## config.mk

```make
export PLATFORM = sky130hd
export DESIGN_NAME = ummu_unit
export DESIGN_NICKNAME = d
export VERILOG_FILES = /design/src/hw/ummu_pkg.sv /design/src/hw/ummu_unit.sv
export VERILOG_INCLUDE_DIRS = /design/src /design/src/hw
export SDC_FILE = /design/constraint.sdc
export NUM_CORES = 1
export LEC_CHECK = 0
export ABC_AREA = 1
export BUFFER_PORTS_ARGS = -buffer_cell sky130_fd_sc_hd__buf_2
export CELL_PAD_IN_SITES_DETAIL_PLACEMENT = 1
export CELL_PAD_IN_SITES_GLOBAL_PLACEMENT = 2
export CORE_UTILIZATION = 32
export CTS_BUF_LIST = sky130_fd_sc_hd__clkbuf_2
export DETAILED_ROUTE_END_ITERATION = 12
export GPL_TIMING_DRIVEN = 1
export MAX_ROUTING_LAYER = met4
export PLACE_DENSITY = 0.91
export SYNTH_ARGS = -nofsm -noshare
export SYNTH_HDL_FRONTEND = slang
export SYNTH_SLANG_ARGS = --single-unit
```

## constraint.sdc

```tcl
create_clock -name CLK -period 2.6 [get_ports CLK]
set_input_delay 0.52 -clock CLK [delete_from_list [all_inputs] [get_ports CLK]]
set_output_delay 0.52 -clock CLK [all_outputs]
set_load 0.01 [all_outputs]
```

## src/hw/ummu_defines.svh

```systemverilog
`ifndef UMMU_DEFINES_SVH
`define UMMU_DEFINES_SVH
`define UMMU_W        16
`define UMMU_MSB      15
`define UMMU_PMSB     31
`define UMMU_ZERO16   16'h0000
`define UMMU_ZERO32   32'h0000_0000
`define UMMU_FLG_C    0
`define UMMU_FLG_V    1
`define UMMU_FLG_Z    2
`define UMMU_FLG_N    3
`define UMMU_FLG_I    4
`define UMMU_FLG_H    5
`define UMMU_FLG_X    6
`define UMMU_FLG_S    7
`define UMMU_FLAGS_RST 8'hD0
`endif

```

## src/hw/ummu_pkg.sv

```systemverilog
`default_nettype none
package ummu_pkg;
  typedef enum logic [2:0] {
    UMMU_OP_MAXA = 3'h0,
    UMMU_OP_MAXM = 3'h1,
    UMMU_OP_MINA = 3'h2,
    UMMU_OP_MINM = 3'h3,
    UMMU_OP_MUL  = 3'h4
  } ummu_op_type;
  typedef enum logic [2:0] {
    UMMU_ST_IDLE  = 3'b001,
    UMMU_ST_READ  = 3'b010,
    UMMU_ST_WRITE = 3'b100
  } ummu_state_type;
endpackage
`default_nettype wire

```

## src/hw/ummu_unit.sv

```systemverilog
`timescale 1ns/100ps
`default_nettype none
`include "ummu_defines.svh"

module ummu_unit
  import ummu_pkg::*;
(
  // clock and reset
  input  wire logic                 CLK,
  input  wire logic                 RST_B,
  // instruction request
  input  wire logic                 START,
  input  wire logic [2:0]           OPCODE,
  input  wire logic [`UMMU_W-1:0]   INDEXED_ADDR,
  output logic                      BUSY,
  output logic                      DONE,
  // register file
  input  wire logic                 REG_LOAD,
  input  wire logic [`UMMU_W-1:0]   ACC_IN,
  input  wire logic [`UMMU_W-1:0]   Y_IN,
  input  wire logic [7:0]           FLAGS_IN,
  output logic [`UMMU_W-1:0]        ACC_OUT,
  output logic [`UMMU_W-1:0]        Y_OUT,
  output logic [7:0]                CONDITION_FLAGS,
  // memory bus
  output logic                      MEM_RD,
  output logic                      MEM_WR,
  output logic [`UMMU_W-1:0]        MEM_ADDR,
  output logic [`UMMU_W-1:0]        MEM_WDATA,
  input  wire logic [`UMMU_W-1:0]   MEM_RDATA,
  input  wire logic                 MEM_ACK
);

  logic                rst_s1_q;
  logic                rst_b_q;
  ummu_state_type      state_q;
  ummu_op_type         op_q;
  logic [`UMMU_W-1:0]  acc_q;
  logic [`UMMU_W-1:0]  y_q;
  logic [7:0]          flags_q;
  logic [`UMMU_W-1:0]  addr_q;
  logic [`UMMU_W-1:0]  wdata_q;
  logic                done_q;
  logic [`UMMU_W-1:0]  diff;
  logic                borrow;
  logic                ovf;
  logic [`UMMU_W-1:0]  sel_val;
  logic                want_max;
  logic [31:0]         prod;
  logic signed [`UMMU_W:0] ref_sdiff;
  logic                ref_n;
  logic                ref_v;

  // reset asserts at once and is released through two flops
  always_ff @(posedge CLK or negedge RST_B) begin
    if (!RST_B) begin
      rst_s1_q <= 1'b0;
      rst_b_q  <= 1'b0;
    end else begin
      rst_s1_q <= 1'b1;
      rst_b_q  <= rst_s1_q;
    end
  end

  // compare datapath: acc minus memory word
  always_comb begin
    diff     = acc_q - MEM_RDATA;
    borrow   = (~acc_q[`UMMU_MSB] & MEM_RDATA[`UMMU_MSB])
             | (MEM_RDATA[`UMMU_MSB] & diff[`UMMU_MSB])
             | (diff[`UMMU_MSB] & ~acc_q[`UMMU_MSB]);
    ovf      = (acc_q[`UMMU_MSB] & ~MEM_RDATA[`UMMU_MSB] & ~diff[`UMMU_MSB])
             | (~acc_q[`UMMU_MSB] & MEM_RDATA[`UMMU_MSB] & diff[`UMMU_MSB]);
    want_max = (op_q == UMMU_OP_MAXA) || (op_q == UMMU_OP_MAXM);
    if (want_max) begin
      sel_val = borrow ? MEM_RDATA : acc_q;
    end else begin
      sel_val = borrow ? acc_q : MEM_RDATA;
    end
  end

  assign prod = {`UMMU_ZERO16, acc_q} * {`UMMU_ZERO16, y_q};

  // sequencing: operand read, write-back for memory forms, done pulse
  always_ff @(posedge CLK or negedge rst_b_q) begin
    if (!rst_b_q) begin
      state_q <= UMMU_ST_IDLE;
      op_q    <= UMMU_OP_MAXA;
      addr_q  <= `UMMU_ZERO16;
      wdata_q <= `UMMU_ZERO16;
      done_q  <= 1'b0;
    end else begin
      done_q <= 1'b0;
      unique case (state_q)
        UMMU_ST_IDLE: begin
          if (START && (OPCODE <= UMMU_OP_MUL)) begin
            op_q   <= ummu_op_type'(OPCODE);
            addr_q <= INDEXED_ADDR;
            // the multiply needs no bus cycle and ends at once
            if (OPCODE == UMMU_OP_MUL) begin
              done_q <= 1'b1;
            end else begin
              state_q <= UMMU_ST_READ;
            end
          end
        end
        UMMU_ST_READ: begin
          if (MEM_ACK) begin
            wdata_q <= sel_val;
            if ((op_q == UMMU_OP_MAXM) || (op_q == UMMU_OP_MINM)) begin
              state_q <= UMMU_ST_WRITE;
            end else begin
              state_q <= UMMU_ST_IDLE;
              done_q  <= 1'b1;
            end
          end
        end
        UMMU_ST_WRITE: begin
          if (MEM_ACK) begin
            state_q <= UMMU_ST_IDLE;
            done_q  <= 1'b1;
          end
        end
        default: state_q <= UMMU_ST_IDLE;
      endcase
    end
  end

  // register file and flag updates
  always_ff @(posedge CLK or negedge rst_b_q) begin
    if (!rst_b_q) begin
      acc_q   <= `UMMU_ZERO16;
      y_q     <= `UMMU_ZERO16;
      flags_q <= `UMMU_FLAGS_RST;
    end else if (REG_LOAD && (state_q == UMMU_ST_IDLE) && !START) begin
      acc_q   <= ACC_IN;
      y_q     <= Y_IN;
      flags_q <= FLAGS_IN;
    end else if ((state_q == UMMU_ST_IDLE) && START && (OPCODE == UMMU_OP_MUL)) begin
      y_q <= prod[`UMMU_PMSB:`UMMU_W];
      acc_q <= prod[`UMMU_MSB:0];
      flags_q[`UMMU_FLG_C] <= prod[`UMMU_MSB];
      flags_q[`UMMU_FLG_N] <= prod[`UMMU_PMSB];
      flags_q[`UMMU_FLG_Z] <= (prod == `UMMU_ZERO32);
    end else if ((state_q == UMMU_ST_READ) && MEM_ACK) begin
      if ((op_q == UMMU_OP_MAXA) || (op_q == UMMU_OP_MINA)) begin
        acc_q <= sel_val;
      end
      flags_q[`UMMU_FLG_C] <= borrow;
      flags_q[`UMMU_FLG_V] <= ovf;
      flags_q[`UMMU_FLG_Z] <= (diff == `UMMU_ZERO16);
      flags_q[`UMMU_FLG_N] <= diff[`UMMU_MSB];
    end
  end

  // upper four flag bits are never written by an operation
  assign BUSY            = (state_q != UMMU_ST_IDLE);
  assign DONE            = done_q;
  assign ACC_OUT         = acc_q;
  assign Y_OUT           = y_q;
  assign CONDITION_FLAGS = flags_q;
  assign MEM_RD          = (state_q == UMMU_ST_READ);
  assign MEM_WR          = (state_q == UMMU_ST_WRITE);
  assign MEM_ADDR        = addr_q;
  assign MEM_WDATA       = wdata_q;

  // independent signed reference for the compare N and V flag checks
  assign ref_sdiff = $signed({ACC_OUT[`UMMU_MSB], ACC_OUT})
                   - $signed({MEM_RDATA[`UMMU_MSB], MEM_RDATA});
  assign ref_n     = ref_sdiff[`UMMU_MSB];
  assign ref_v     = ref_sdiff[`UMMU_W] ^ ref_sdiff[`UMMU_MSB];

  AST_MUL_RESULT: assert property (@(posedge CLK) disable iff (!rst_b_q)
    (state_q == UMMU_ST_IDLE && START && OPCODE == UMMU_OP_MUL)
    |=> ({Y_OUT, ACC_OUT} == $past(ACC_OUT) * $past(Y_OUT)) && DONE)
    else $error("multiply result wrong");
  AST_MUL_C: assert property (@(posedge CLK) disable iff (!rst_b_q)
    (state_q == UMMU_ST_IDLE && START && OPCODE == UMMU_OP_MUL)
    |=> CONDITION_FLAGS[`UMMU_FLG_C] == ACC_OUT[`UMMU_MSB])
    else $error("multiply carry wrong");
  AST_MUL_NZ: assert property (@(posedge CLK) disable iff (!rst_b_q)
    (state_q == UMMU_ST_IDLE && START && OPCODE == UMMU_OP_MUL)
    |=> CONDITION_FLAGS[`UMMU_FLG_N] == Y_OUT[`UMMU_MSB]
        && CONDITION_FLAGS[`UMMU_FLG_Z] == ({Y_OUT, ACC_OUT} == `UMMU_ZERO32))
    else $error("multiply n or z wrong");
  AST_MUL_KEEP_V: assert property (@(posedge CLK) disable iff (!rst_b_q)
    (state_q == UMMU_ST_IDLE && START && OPCODE == UMMU_OP_MUL)
    |=> $stable(CONDITION_FLAGS[`UMMU_FLG_V]))
    else $error("multiply changed overflow");
  AST_UPPER_KEEP: assert property (@(posedge CLK) disable iff (!rst_b_q)
    !(REG_LOAD && state_q == UMMU_ST_IDLE && !START)
    |=> $stable(CONDITION_FLAGS[`UMMU_FLG_S:`UMMU_FLG_I]))
    else $error("upper flags changed");

  AST_CMP_Z: assert property (@(posedge CLK) disable iff (!rst_b_q)
    (MEM_RD && MEM_ACK)
    |=> CONDITION_FLAGS[`UMMU_FLG_Z] == ($past(ACC_OUT) == $past(MEM_RDATA)))
    else $error("zero flag wrong");
  AST_CMP_C: assert property (@(posedge CLK) disable iff (!rst_b_q)
    (MEM_RD && MEM_ACK)
    |=> CONDITION_FLAGS[`UMMU_FLG_C] == ($past(MEM_RDATA) > $past(ACC_OUT)))
    else $error("carry flag wrong");
  AST_CMP_NV: assert property (@(posedge CLK) disable iff (!rst_b_q)
    (MEM_RD && MEM_ACK)
    |=> CONDITION_FLAGS[`UMMU_FLG_N] == $past(ref_n)
        && CONDITION_FLAGS[`UMMU_FLG_V] == $past(ref_v))
    else $error("n or v flag wrong");
  AST_ACC_MAX: assert property (@(posedge CLK) disable iff (!rst_b_q)
    (MEM_RD && MEM_ACK && op_q == UMMU_OP_MAXA)
    |=> ACC_OUT == (($past(MEM_RDATA) > $past(ACC_OUT)) ? $past(MEM_RDATA) : $past(ACC_OUT)))
    else $error("max to accumulator wrong");
  AST_ACC_MIN: assert property (@(posedge CLK) disable iff (!rst_b_q)
    (MEM_RD && MEM_ACK && op_q == UMMU_OP_MINA)
    |=> ACC_OUT == (($past(MEM_RDATA) < $past(ACC_OUT)) ? $past(MEM_RDATA) : $past(ACC_OUT)))
    else $error("min to accumulator wrong");
  AST_MEM_WB: assert property (@(posedge CLK) disable iff (!rst_b_q)
    (MEM_RD && MEM_ACK && (op_q == UMMU_OP_MAXM || op_q == UMMU_OP_MINM))
    |=> MEM_WR && MEM_ADDR == $past(MEM_ADDR) && ACC_OUT == $past(ACC_OUT))
    else $error("no write-back");
  AST_MEM_SEL: assert property (@(posedge CLK) disable iff (!rst_b_q)
    (MEM_RD && MEM_ACK && op_q == UMMU_OP_MAXM)
    |=> MEM_WDATA == (($past(MEM_RDATA) > ACC_OUT) ? $past(MEM_RDATA) : ACC_OUT))
    else $error("max to memory wrong");
  AST_MEM_MIN: assert property (@(posedge CLK) disable iff (!rst_b_q)
    (MEM_RD && MEM_ACK && op_q == UMMU_OP_MINM)
    |=> MEM_WDATA == (($past(MEM_RDATA) < ACC_OUT) ? $past(MEM_RDATA) : ACC_OUT))
    else $error("min to memory wrong");
  AST_ADDR_HELD: assert property (@(posedge CLK) disable iff (!rst_b_q)
    (BUSY && $past(BUSY)) |-> $stable(MEM_ADDR))
    else $error("address moved mid operation");

  // bus handshake: each request holds until acknowledged
  AST_FETCH_ADDR: assert property (@(posedge CLK) disable iff (!rst_b_q)
    (!BUSY && START && OPCODE < UMMU_OP_MUL)
    |=> MEM_RD && !MEM_WR && MEM_ADDR == $past(INDEXED_ADDR))
    else $error("operand fetch not at indexed address");
  AST_REFUSE_BUSY: assert property (@(posedge CLK) disable iff (!rst_b_q)
    (BUSY && START)
    |=> $stable(MEM_ADDR))
    else $error("request taken while busy");
  AST_RD_HOLD: assert property (@(posedge CLK) disable iff (!rst_b_q)
    (MEM_RD && !MEM_ACK)
    |=> MEM_RD && $stable(MEM_ADDR))
    else $error("read dropped before acknowledge");
  AST_WR_HOLD: assert property (@(posedge CLK) disable iff (!rst_b_q)
    (MEM_WR && !MEM_ACK)
    |=> MEM_WR && $stable(MEM_ADDR) && $stable(MEM_WDATA))
    else $error("write dropped before acknowledge");
  AST_WB_DONE: assert property (@(posedge CLK) disable iff (!rst_b_q)
    (MEM_WR && MEM_ACK)
    |=> DONE && !BUSY)
    else $error("write-back did not complete");
  AST_ACC_DONE: assert property (@(posedge CLK) disable iff (!rst_b_q)
    (MEM_RD && MEM_ACK && (op_q == UMMU_OP_MAXA || op_q == UMMU_OP_MINA))
    |=> DONE && !BUSY && !MEM_WR)
    else $error("accumulator compare did not complete");
  AST_MUL_NO_BUS: assert property (@(posedge CLK) disable iff (!rst_b_q)
    (!BUSY && START && OPCODE == UMMU_OP_MUL)
    |=> !BUSY && !MEM_RD && !MEM_WR)
    else $error("multiply used the bus");
  AST_BAD_OP: assert property (@(posedge CLK) disable iff (!rst_b_q)
    (!BUSY && START && OPCODE > UMMU_OP_MUL)
    |=> !BUSY && !DONE && $stable(CONDITION_FLAGS) && $stable(ACC_OUT) && $stable(Y_OUT))
    else $error("undefined operation code acted on");
  AST_BUSY_KEEP: assert property (@(posedge CLK) disable iff (!rst_b_q)
    (BUSY && !(MEM_RD && MEM_ACK))
    |=> $stable(ACC_OUT) && $stable(Y_OUT))
    else $error("registers changed while busy");
  AST_CMP_Y_KEEP: assert property (@(posedge CLK) disable iff (!rst_b_q)
    (MEM_RD && MEM_ACK)
    |=> $stable(Y_OUT) && $stable(CONDITION_FLAGS[`UMMU_FLG_S:`UMMU_FLG_I]))
    else $error("compare changed y or upper flags");

  COV_MUL: cover property (@(posedge CLK) disable iff (!rst_b_q)
    state_q == UMMU_ST_IDLE && START && OPCODE == UMMU_OP_MUL);
  COV_MAXA: cover property (@(posedge CLK) disable iff (!rst_b_q)
    MEM_RD && MEM_ACK && op_q == UMMU_OP_MAXA && borrow);
  COV_MINM_WB: cover property (@(posedge CLK) disable iff (!rst_b_q)
    MEM_WR && MEM_ACK && op_q == UMMU_OP_MINM);
  COV_EQUAL: cover property (@(posedge CLK) disable iff (!rst_b_q)
    MEM_RD && MEM_ACK && diff == `UMMU_ZERO16);
  COV_MAXM_WB: cover property (@(posedge CLK) disable iff (!rst_b_q)
    MEM_WR && MEM_ACK && op_q == UMMU_OP_MAXM);

endmodule
`default_nettype wire

```

* After elaboration in Yosys (flattened, before gate mapping)
Cells that the tools add are included.
** Word-level totals
- Register bits after elaboration :: 81
- Output and inout port bits :: 76
** Cells by class
- Add/sub/neg operators :: 1
- Multiply operators :: 1
- $lt $le $gt $ge :: 1
- Equality and inequality tests :: 13
- Mux-type cells :: 26
- Bitwise gates (word level) :: 12
- Reduce and logical (&&, ||, !) cells :: 22
** Operators by type and width (number)
- 16-bit 2-to-1 mux :: 9
- 32-bit zero test :: 1
- 16-bit by 16-bit multiplier with 32-bit output :: 1
- 16-bit zero test :: 1
- 16-bit subtractor :: 1
- 3-bit 2-to-1 mux :: 5
- 3-bit by 2-bit equality test with 1-bit output, second input constant :: 3
- 3-bit one-hot mux with 3 select lines :: 1
- 4-bit 2-to-1 mux :: 2
- 2-bit AND reduction :: 4
- 1-bit 2-to-1 mux :: 7
- 1-bit AND :: 6
- 3-bit by 1-bit equality test with 1-bit output, second input constant :: 2
- 3-bit equality test, second input constant :: 2
- 1-bit logical AND :: 6
- 2-bit != test, second input constant :: 3
- 3-bit nonzero test :: 2
- 2-bit by 1-bit != test with 1-bit output, second input constant :: 2
- 4-bit AND reduction :: 1
- 2-bit nonzero test :: 2
- 3-bit less-or-equal comparator, second input constant :: 1
- 3-bit zero test :: 1
- 1-bit logical OR :: 3
- 3-bit by 1-bit != test with 1-bit output, second input constant :: 1
- other kinds (5) :: 9

* Longest topological paths before layout
Gate-level depths: netlist (run 1).
- Word-level depth :: 10
- Gate-level depth with buffers :: 30
- Mapped depth without buffers :: 28

* Worst setup path before layout (run 1)
Ideal clock, no wire load.
- Path type :: reg-to-reg
- Start :: register acc_q[7], in the netlist ACC_OUT[7]
- End :: register flags_q[2], in the netlist CONDITION_FLAGS[2]
- Arrival time :: 5.583 ns
- Required time :: 2.527 ns
- Path slack :: -3.056 ns
- Cell stages (with the launch flop) :: 31
- Buffers on the path :: 2
- Clock period less this slack :: 5.656 ns
- Path through :: dfrtp_1 > clkbuf_1 > clkbuf_1 > nand2_1 > fa_1 > inv_1 > fa_1 > inv_1 > fa_1 > inv_1 > fa_1 > fa_1 > inv_1 > fa_1 > inv_1 > ha_1 > nand2_1 > inv_1 > nand2_1 > nand2_1 > inv_1 > nand3_1 > nand2_1 > nand2_1 > nand2_1 > nand2_1 > nor2_1 > nand2_1 > nor2_1 > nand2_1 > a21oi_2
** On the way
- Word-level cells in the longest chain between the ends :: 5
** Ends and longest elaborated chain
- start, declared :: line ummu_unit.sv:38 : logic [`UMMU_W-1:0] acc_q;
- start signal, assigned :: line ummu_unit.sv:131 : acc_q <= `UMMU_ZERO16;
- start signal, assigned :: line ummu_unit.sv:140 : acc_q <= prod[`UMMU_MSB:0];
- start signal, assigned :: line ummu_unit.sv:146 : acc_q <= sel_val;
- parallel branches: the longest is 3 deep, another holds 16-bit by 16-bit multiplier with 32-bit output
- 2-bit 2-to-1 mux * :: line ummu_unit.sv:138 : end else if ((state_q == UMMU_ST_IDLE) && START && (OPCODE == UMMU_OP_MUL)) begin
- 4-bit 2-to-1 mux * :: line ummu_unit.sv:134 : end else if (REG_LOAD && (state_q == UMMU_ST_IDLE) && !START) begin
- end signal, assigned :: line ummu_unit.sv:133 : flags_q <= `UMMU_FLAGS_RST;
- end signal, assigned by index :: line ummu_unit.sv:141 : flags_q[`UMMU_FLG_C] <= prod[`UMMU_MSB];
- end signal, assigned by index :: line ummu_unit.sv:143 : flags_q[`UMMU_FLG_Z] <= (prod == `UMMU_ZERO32);
- end, declared :: line ummu_unit.sv:40 : logic [7:0] flags_q;
Every way passes the cells marked *. The select of a mux whose other input is x is not followed.
A chain may end at the register's enable or synchronous reset.

* Worst setup path in the final report (run 1)
- Start :: register acc_q[6], in the netlist ACC_OUT[6]
- End :: register flags_q[2], in the netlist CONDITION_FLAGS[2]
The elaborated chain is that of the path after synthesis.

==> impl_metrics.toml, run 1 <==
[worst_setup_path]
required_ps = 3340
crit_path_end_kind = "flop"
cp_max_fo = 6
r2r_slack_ps = -3160
critical_path_class = "reg2reg"
rr_worst_depth = 26
r2r-start = "ACC_OUT[6]$_DFFE_PN0P_"
crit_start = "ACC_OUT[6]$_DFFE_PN0P_"
critPathCapture = "CONDITION_FLAGS[2]$_DFFE_PN0P_"
cp-start-kind = "flop"
cp.arrival_ps = 6490
reg2reg_to = "CONDITION_FLAGS[2]$_DFFE_PN0P_"

[cells_and_area]
drive_gt1_share_pct = 37.05
syn2layout_area_growth_pct = 45.84
seqCellArea_sq_um = 2062
multiInputGateArea_sq_um = 11970
finalNonFillerCells = 3077
nFillCells = 5478
fin_nets = 2877

[place]
dp_hpwl_microns = 47290
dp_cells = 2973
port_buffers = 155
place_congestion = 0.9444
dp_slack_ps = -3374

[flow_run]
drv_cap = 0

[die]
die_x_microns = 213.3
std_cell_rows = 77
io_pins = 156
die_h_microns = 213.3
dieArea_sq_um = 45500
start_util_pct = 32.38
core-area_sq_um = 44120

[drt]
firstDrtPassIters = 5
drcViolationCount = 0
vias_per_cell = 4.806
wl_per_cell_microns = 19.13
drt_iter0_drc = 629
ant_nets = 0
vias = 14790
routed_wl_microns = 58850

[clock_tree]
clk_pin_slew_worst_paths_ps = 360
h-tree-depth = 3
cts_tree = "done"
cts_buffers = 9
clock_tree.buffer_depth = 2
cts_root_buf = "clkbuf_2"
cts.sinks = 81
clock_latency_ps = 770

[sta]
drv_slew = 0
worst_pin_slew_ps = 739.3
tns_ps = -97350
rsz0062_at_grt = "yes"
fin_ws_ps = -3156
period_share_pct = 221.4
setup_viol = 51
finalClockSkew_ps = 66.22
finalHoldViolations = 0
max_freq_mhz = 173.7
maxSlewHeadroom_pct = 50.64
period_needed_ps = 5756

[yosys]
syn_area_sq_um = 14290
synth_nets = 2441
synthCells = 2042
synthArstFlopShare_pct = 100.0
ys_ff_latch = 81
yosysSeqAreaShare_pct = 14.22
synth_top_flop_cell = "dfrtp_1"
syn_avg_cell_area_sq_um = 6.997
synthDistinctLibCells = 49
yosys_warnings = 0
synth-edff-count = 0

[global_routing]
first_global_vias = 16660
track_usage_pct = 26.68
grt_first_pass_wirelength_microns = 89410
overflow = 0
antenna_found_initial = 1
grt_start_max_net_pins = 42

[status]
outcome = "finished with violations"
violations = "setup timing"

[hold_path]
hp-start = "Y_IN[15]"
hold_class = "in2reg"
critical path, stage by stage, from the launching register on:
cell and delay, ps:
dfrtp_2 540, buf_4 140, nand2_2 40, fa_1 520
inv_1 60, fa_1 490, inv_1 50, fa_1 510
inv_1 90, fa_1 500, fa_1 510, inv_2 40
fa_1 500, inv_2 50, ha_4 310, nand2_4 90
nor2_4 210, nand2_2 120, nand3_4 140, nand3_2 90
nand2_1 100, nand2_2 80, nand2_2 110, nand3_2 110
nor2_2 120, nand2_1 60, a21oi_2 130
through the flow:
step / utilization (%) / hold WS, ps / area [sq um]
2_1_floorplan: - / 224.4 / 15320
3_3_place_gp: 41.10 / 305.8 / 18140
3_5_place_dp: 41.10 / 306.0 / 18140
4_1_cts: 44.77 / 3.124 / 19750
5_1_grt: 47.22 / 9.681 / 20840
6_report: 47.22 / 9.659 / 20840
registers in the layout, indices dropped and copies added (netlist names):
register / cells
state_q: 3
MEM_WDATA: 16
MEM_ADDR: 16
rst_b_q: 1
op_q: 3
Y_OUT: 16
ACC_OUT: 16
DONE: 1
CONDITION_FLAGS: 8
rst_s1_q: 1
Yosys cell counts, types with 2 or more instances:
| cell type | count | area (sq um) |
|---|---|---|
| buf_6 | 2 | 22.52 |
| nand3_2 | 3 | 30.03 |
| a31oi_1 | 3 | 18.77 |
| dfrtp_1 | 77 | 1927 |
| xnor2_1 | 11 | 96.34 |
| buf_1 | 6 | 22.52 |
| nand2_2 | 6 | 37.54 |
| a22oi_1 | 8 | 60.06 |
| nand2_1 | 713 | 2676 |
| o32ai_2 | 3 | 48.80 |
| o22ai_1 | 2 | 12.51 |
| o2111ai_1 | 3 | 26.28 |
| clkbuf_1 | 70 | 262.8 |
| fa_1 | 196 | 3924 |
| dfstp_2 | 4 | 105.1 |
| inv_1 | 499 | 1873 |
| nor2_1 | 86 | 322.8 |
| nand3_1 | 68 | 340.3 |
| nor2_4 | 2 | 22.52 |
| nand3b_1 | 8 | 60.06 |
| a21oi_2 | 5 | 43.79 |
| xor2_1 | 2 | 17.52 |
| ha_1 | 123 | 1539 |
| o21ai_0 | 32 | 160.2 |
| nand4_1 | 13 | 81.33 |
| inv_2 | 5 | 18.77 |
| o211ai_1 | 4 | 30.03 |
| a21oi_1 | 40 | 200.2 |
| and2_1 | 6 | 37.54 |
| nor2_2 | 6 | 37.54 |
| nor3_1 | 7 | 35.03 |
| a211oi_1 | 2 | 15.01 |
| buf_2 | 6 | 30.03 |
| o21ai_1 | 6 | 30.03 |
cells in the final DEF, fill, tap and decap left out, drive strengths merged, types with 2 or more instances in the layout:
cell type and count:
dfrtp 77, o32ai 3, dfstp 4, nor3 9
and2 7, nand3 71, a31oi 3, a211oi 2
o2111ai 3, o21ai 38, buf 472, nand2 719
nand3b 8, dlygate4sd3 36, bufinv 2, diode 2
xnor2 11, a21oi 45, xor2 2, o22ai 2
clkbuf 10, o211ai 4, a22oi 8, nand4 13
fa 196, nor2 94, inv 510, ha 123
worst min-delay path by stage:
| stage | endpoint | slack [ps] | cells after the start |
|---|---|---|---|
| after CTS | CONDITION_FLAGS[3]$_DFFE_PN0P_ | 3 | 3 |
| final | Y_OUT[15]$_DFFE_PN0N_ | 10 | 3 |
| after global routing | Y_OUT[15]$_DFFE_PN0N_ | 10 | 3 |
| after global placement | rst_s1_q$_DFF_PN0_ | 310 | 1 |
| after floorplan | rst_b_q$_DFF_PN0_ | 220 | 0 |
| after detailed placement | rst_s1_q$_DFF_PN0_ | 310 | 1 |
kinds of logic after synthesis:
logic type / share of synthesized area, %
xor gates and xnor gates: 0.7969
DFF: 14.22
and+or+nand+nor: 26.11
buffers and inverters: 15.68
other: 0.02625
AOI/OAI and AO/OA: 4.852
adders and majority gates: 38.23
muxes: 0.07881
routing by layer:
| layer | vias to the layer above | GRT usage (%) | part of all wire [%] |
|---|---|---|---|
| li1 | 6842 | - | - |
| met4 | 0 | 12.04 | 4.8 |
| met3 | 106 | 2.265 | 2.7 |
| met1 | 7530 | 30.83 | 40 |
| met5 | - | - | 0 |
| met2 | 311 | 46.93 | 52 |
area by class of cell:
cell class | count | share of cell area [%]
multi-input cells | 1371 | 57.45
repair buffers | 509 | 19.18
flip-flops and latches | 81 | 9.896
inverters | 506 | 9.163
well taps | 592 | 3.555
clock inverters | 7 | 0.5164
clock buffers | 9 | 0.2162
diodes | 2 | 0.02402
what timing repair did:
action,4_1_cts,5_1_grt
cloned,1,1
endpoints found under the hold margin,36,0
pin swaps,31,116
resized for setup,235,242
setup buffers,35,19
setup endpoints to repair,51,51
hold buffers,36,0
Power of run 1 is left out: the tool's default activity adds up to more than one toggle a clock period on the data nets, which glitch-free logic cannot reach.
==> run 2: changes to the inputs <==
- CORE_MARGIN: not set -> 2
==> impl_metrics.toml, run 2 (synthesis results as in run 1) <==
[sta]
fin_ws_ps = -3134
setup_viol = 51
finalClockSkew_ps = 53.22
worst_pin_slew_ps = 643.2
maxSlewHeadroom_pct = 57.06
max_freq_mhz = 174.4
tns_ps = -96400
rsz0062_at_grt = "yes"
drv_slew = 0
period_needed_ps = 5734
period_share_pct = 220.5
finalHoldViolations = 0

[cells_and_area]
nFillCells = 5538
fin_nets = 2842
layout_commonest_cell = "nand2_1"
post-route-util_pct = 45.91
syn2layout_area_growth_pct = 41.77
finalNonFillerCells = 3043
layout_common_cells = "583 x nand2_1, 440 x inv_1, 227 x buf_4"
drive_gt1_share_pct = 35.33

[place]
port_buffers = 155
dp_slack_ps = -3337
dp_hpwl_microns = 47390
place_congestion = 0.9554
dp_cells = 2958

[worst_setup_path]
rr_worst_depth = 26
r2r_slack_ps = -3130
required_ps = 3310
max_stage_delay_ps = 560
critical_path_class = "reg2reg"
cp-start-kind = "flop"
cp_max_fo = 11
crit_path_end_kind = "flop"
cp_common_cell = "inv_2"
cp_slowest_cell = "fa_1"
cp.depth = 26
cp.arrival_ps = 6450
worst_path_dominant_cell_family = "adder cells"
crit_buf_inv = 7

[drt]
drcViolationCount = 0
routed_wl_microns = 58570
drt_iter0_drc = 751
wl_per_cell_microns = 19.25
vias = 14730
ant_nets = 0
firstDrtPassIters = 5
vias_per_cell = 4.842

[clock_tree]
h-tree-depth = 3
cts_buffers = 9
clk_pin_slew_worst_paths_ps = 340
cts_root_buf = "clkbuf_2"
clock_tree.buffer_depth = 2
cts_tree = "done"
cts.sinks = 81
clock_latency_ps = 740

[status]
outcome = "finished with violations"
violations = "setup timing"

[global_routing]
overflow = 0
grt_first_pass_wirelength_microns = 89740
grt_start_max_net_pins = 34
track_usage_pct = 25.80
antenna_found_initial = 2
first_global_vias = 16710

[hold_path]
hold_class = "in2reg"
whs_path_depth = 3

[die]
die_x_microns = 215.3
start_util_pct = 32.38
std_cell_rows = 77
die_h_microns = 215.3
core-area_sq_um = 44120
io_pins = 156
dieArea_sq_um = 46350

[flow_run]
drv_cap = 0
==> run 2: repair_timing <==
action	in CTS	in global routing
gates cloned	1	2
setup buffers	27	16
gates resized for setup	248	177
hold endpoints to repair	27	0
pin swaps	50	36
endpoints found under the setup margin	51	51
hold buffers	26	0
==> run 2: final cells by class <==
cell class	instances	area [sq um]	share of cell area, %
clock inverters	7	86.33	0.4262
clock buffers	9	45.04	0.2224
flip-flops and latches	81	2063	10.19
inverters	506	1912	9.438
diodes	3	7.507	0.03706
repair buffers	474	3666	18.10
multi-input cells	1371	11740	57.93
well taps	592	740.7	3.657
==> run 2: worst paths after layout <==
path,startpoint,end
max,Y_OUT[4]$_DFFE_PN0N_,CONDITION_FLAGS[2]$_DFFE_PN0P_
min,ACC_IN[0],ACC_OUT[0]$_DFFE_PN0P_
max reg2reg,Y_OUT[4]$_DFFE_PN0N_,CONDITION_FLAGS[2]$_DFFE_PN0P_
min reg2reg,rst_b_q$_DFF_PN0_,MEM_WDATA[11]$_DFFE_PN0P_
max in group asynchronous,rst_b_q$_DFF_PN0_,Y_OUT[14]$_DFFE_PN0N_
min in group asynchronous,RST_B,rst_b_q$_DFF_PN0_
==> run 2: worst min-delay path, delay by kind of cell <==
kind / cells / cell delay, ps
buf+inv: 1 / 110
compound gates: 1 / 80
simple gates: 1 / 60
==> run 2: per-stage QoR <==
step                      hold slack [ps]  cell area (sq um)
after floorplan                     224.4              15320
after global placement              305.0              18010
after detailed placement            310.2              18010
after CTS                          0.5029              19540
after global routing                20.90              20250
final                               33.01              20260
==> run 2: routing by layer <==
layer  vias to the layer above  part of all wire [%]  global-route usage [%]
met1                      7441                    39                   28.81
met3                       154                   3.6                   2.604
met4                         0                   5.6                   15.38
met5                         -                     0                       -
met2                       370                    52                   44.67
li1                       6769                     -                       -
Power of run 2 is left out for the same reason.
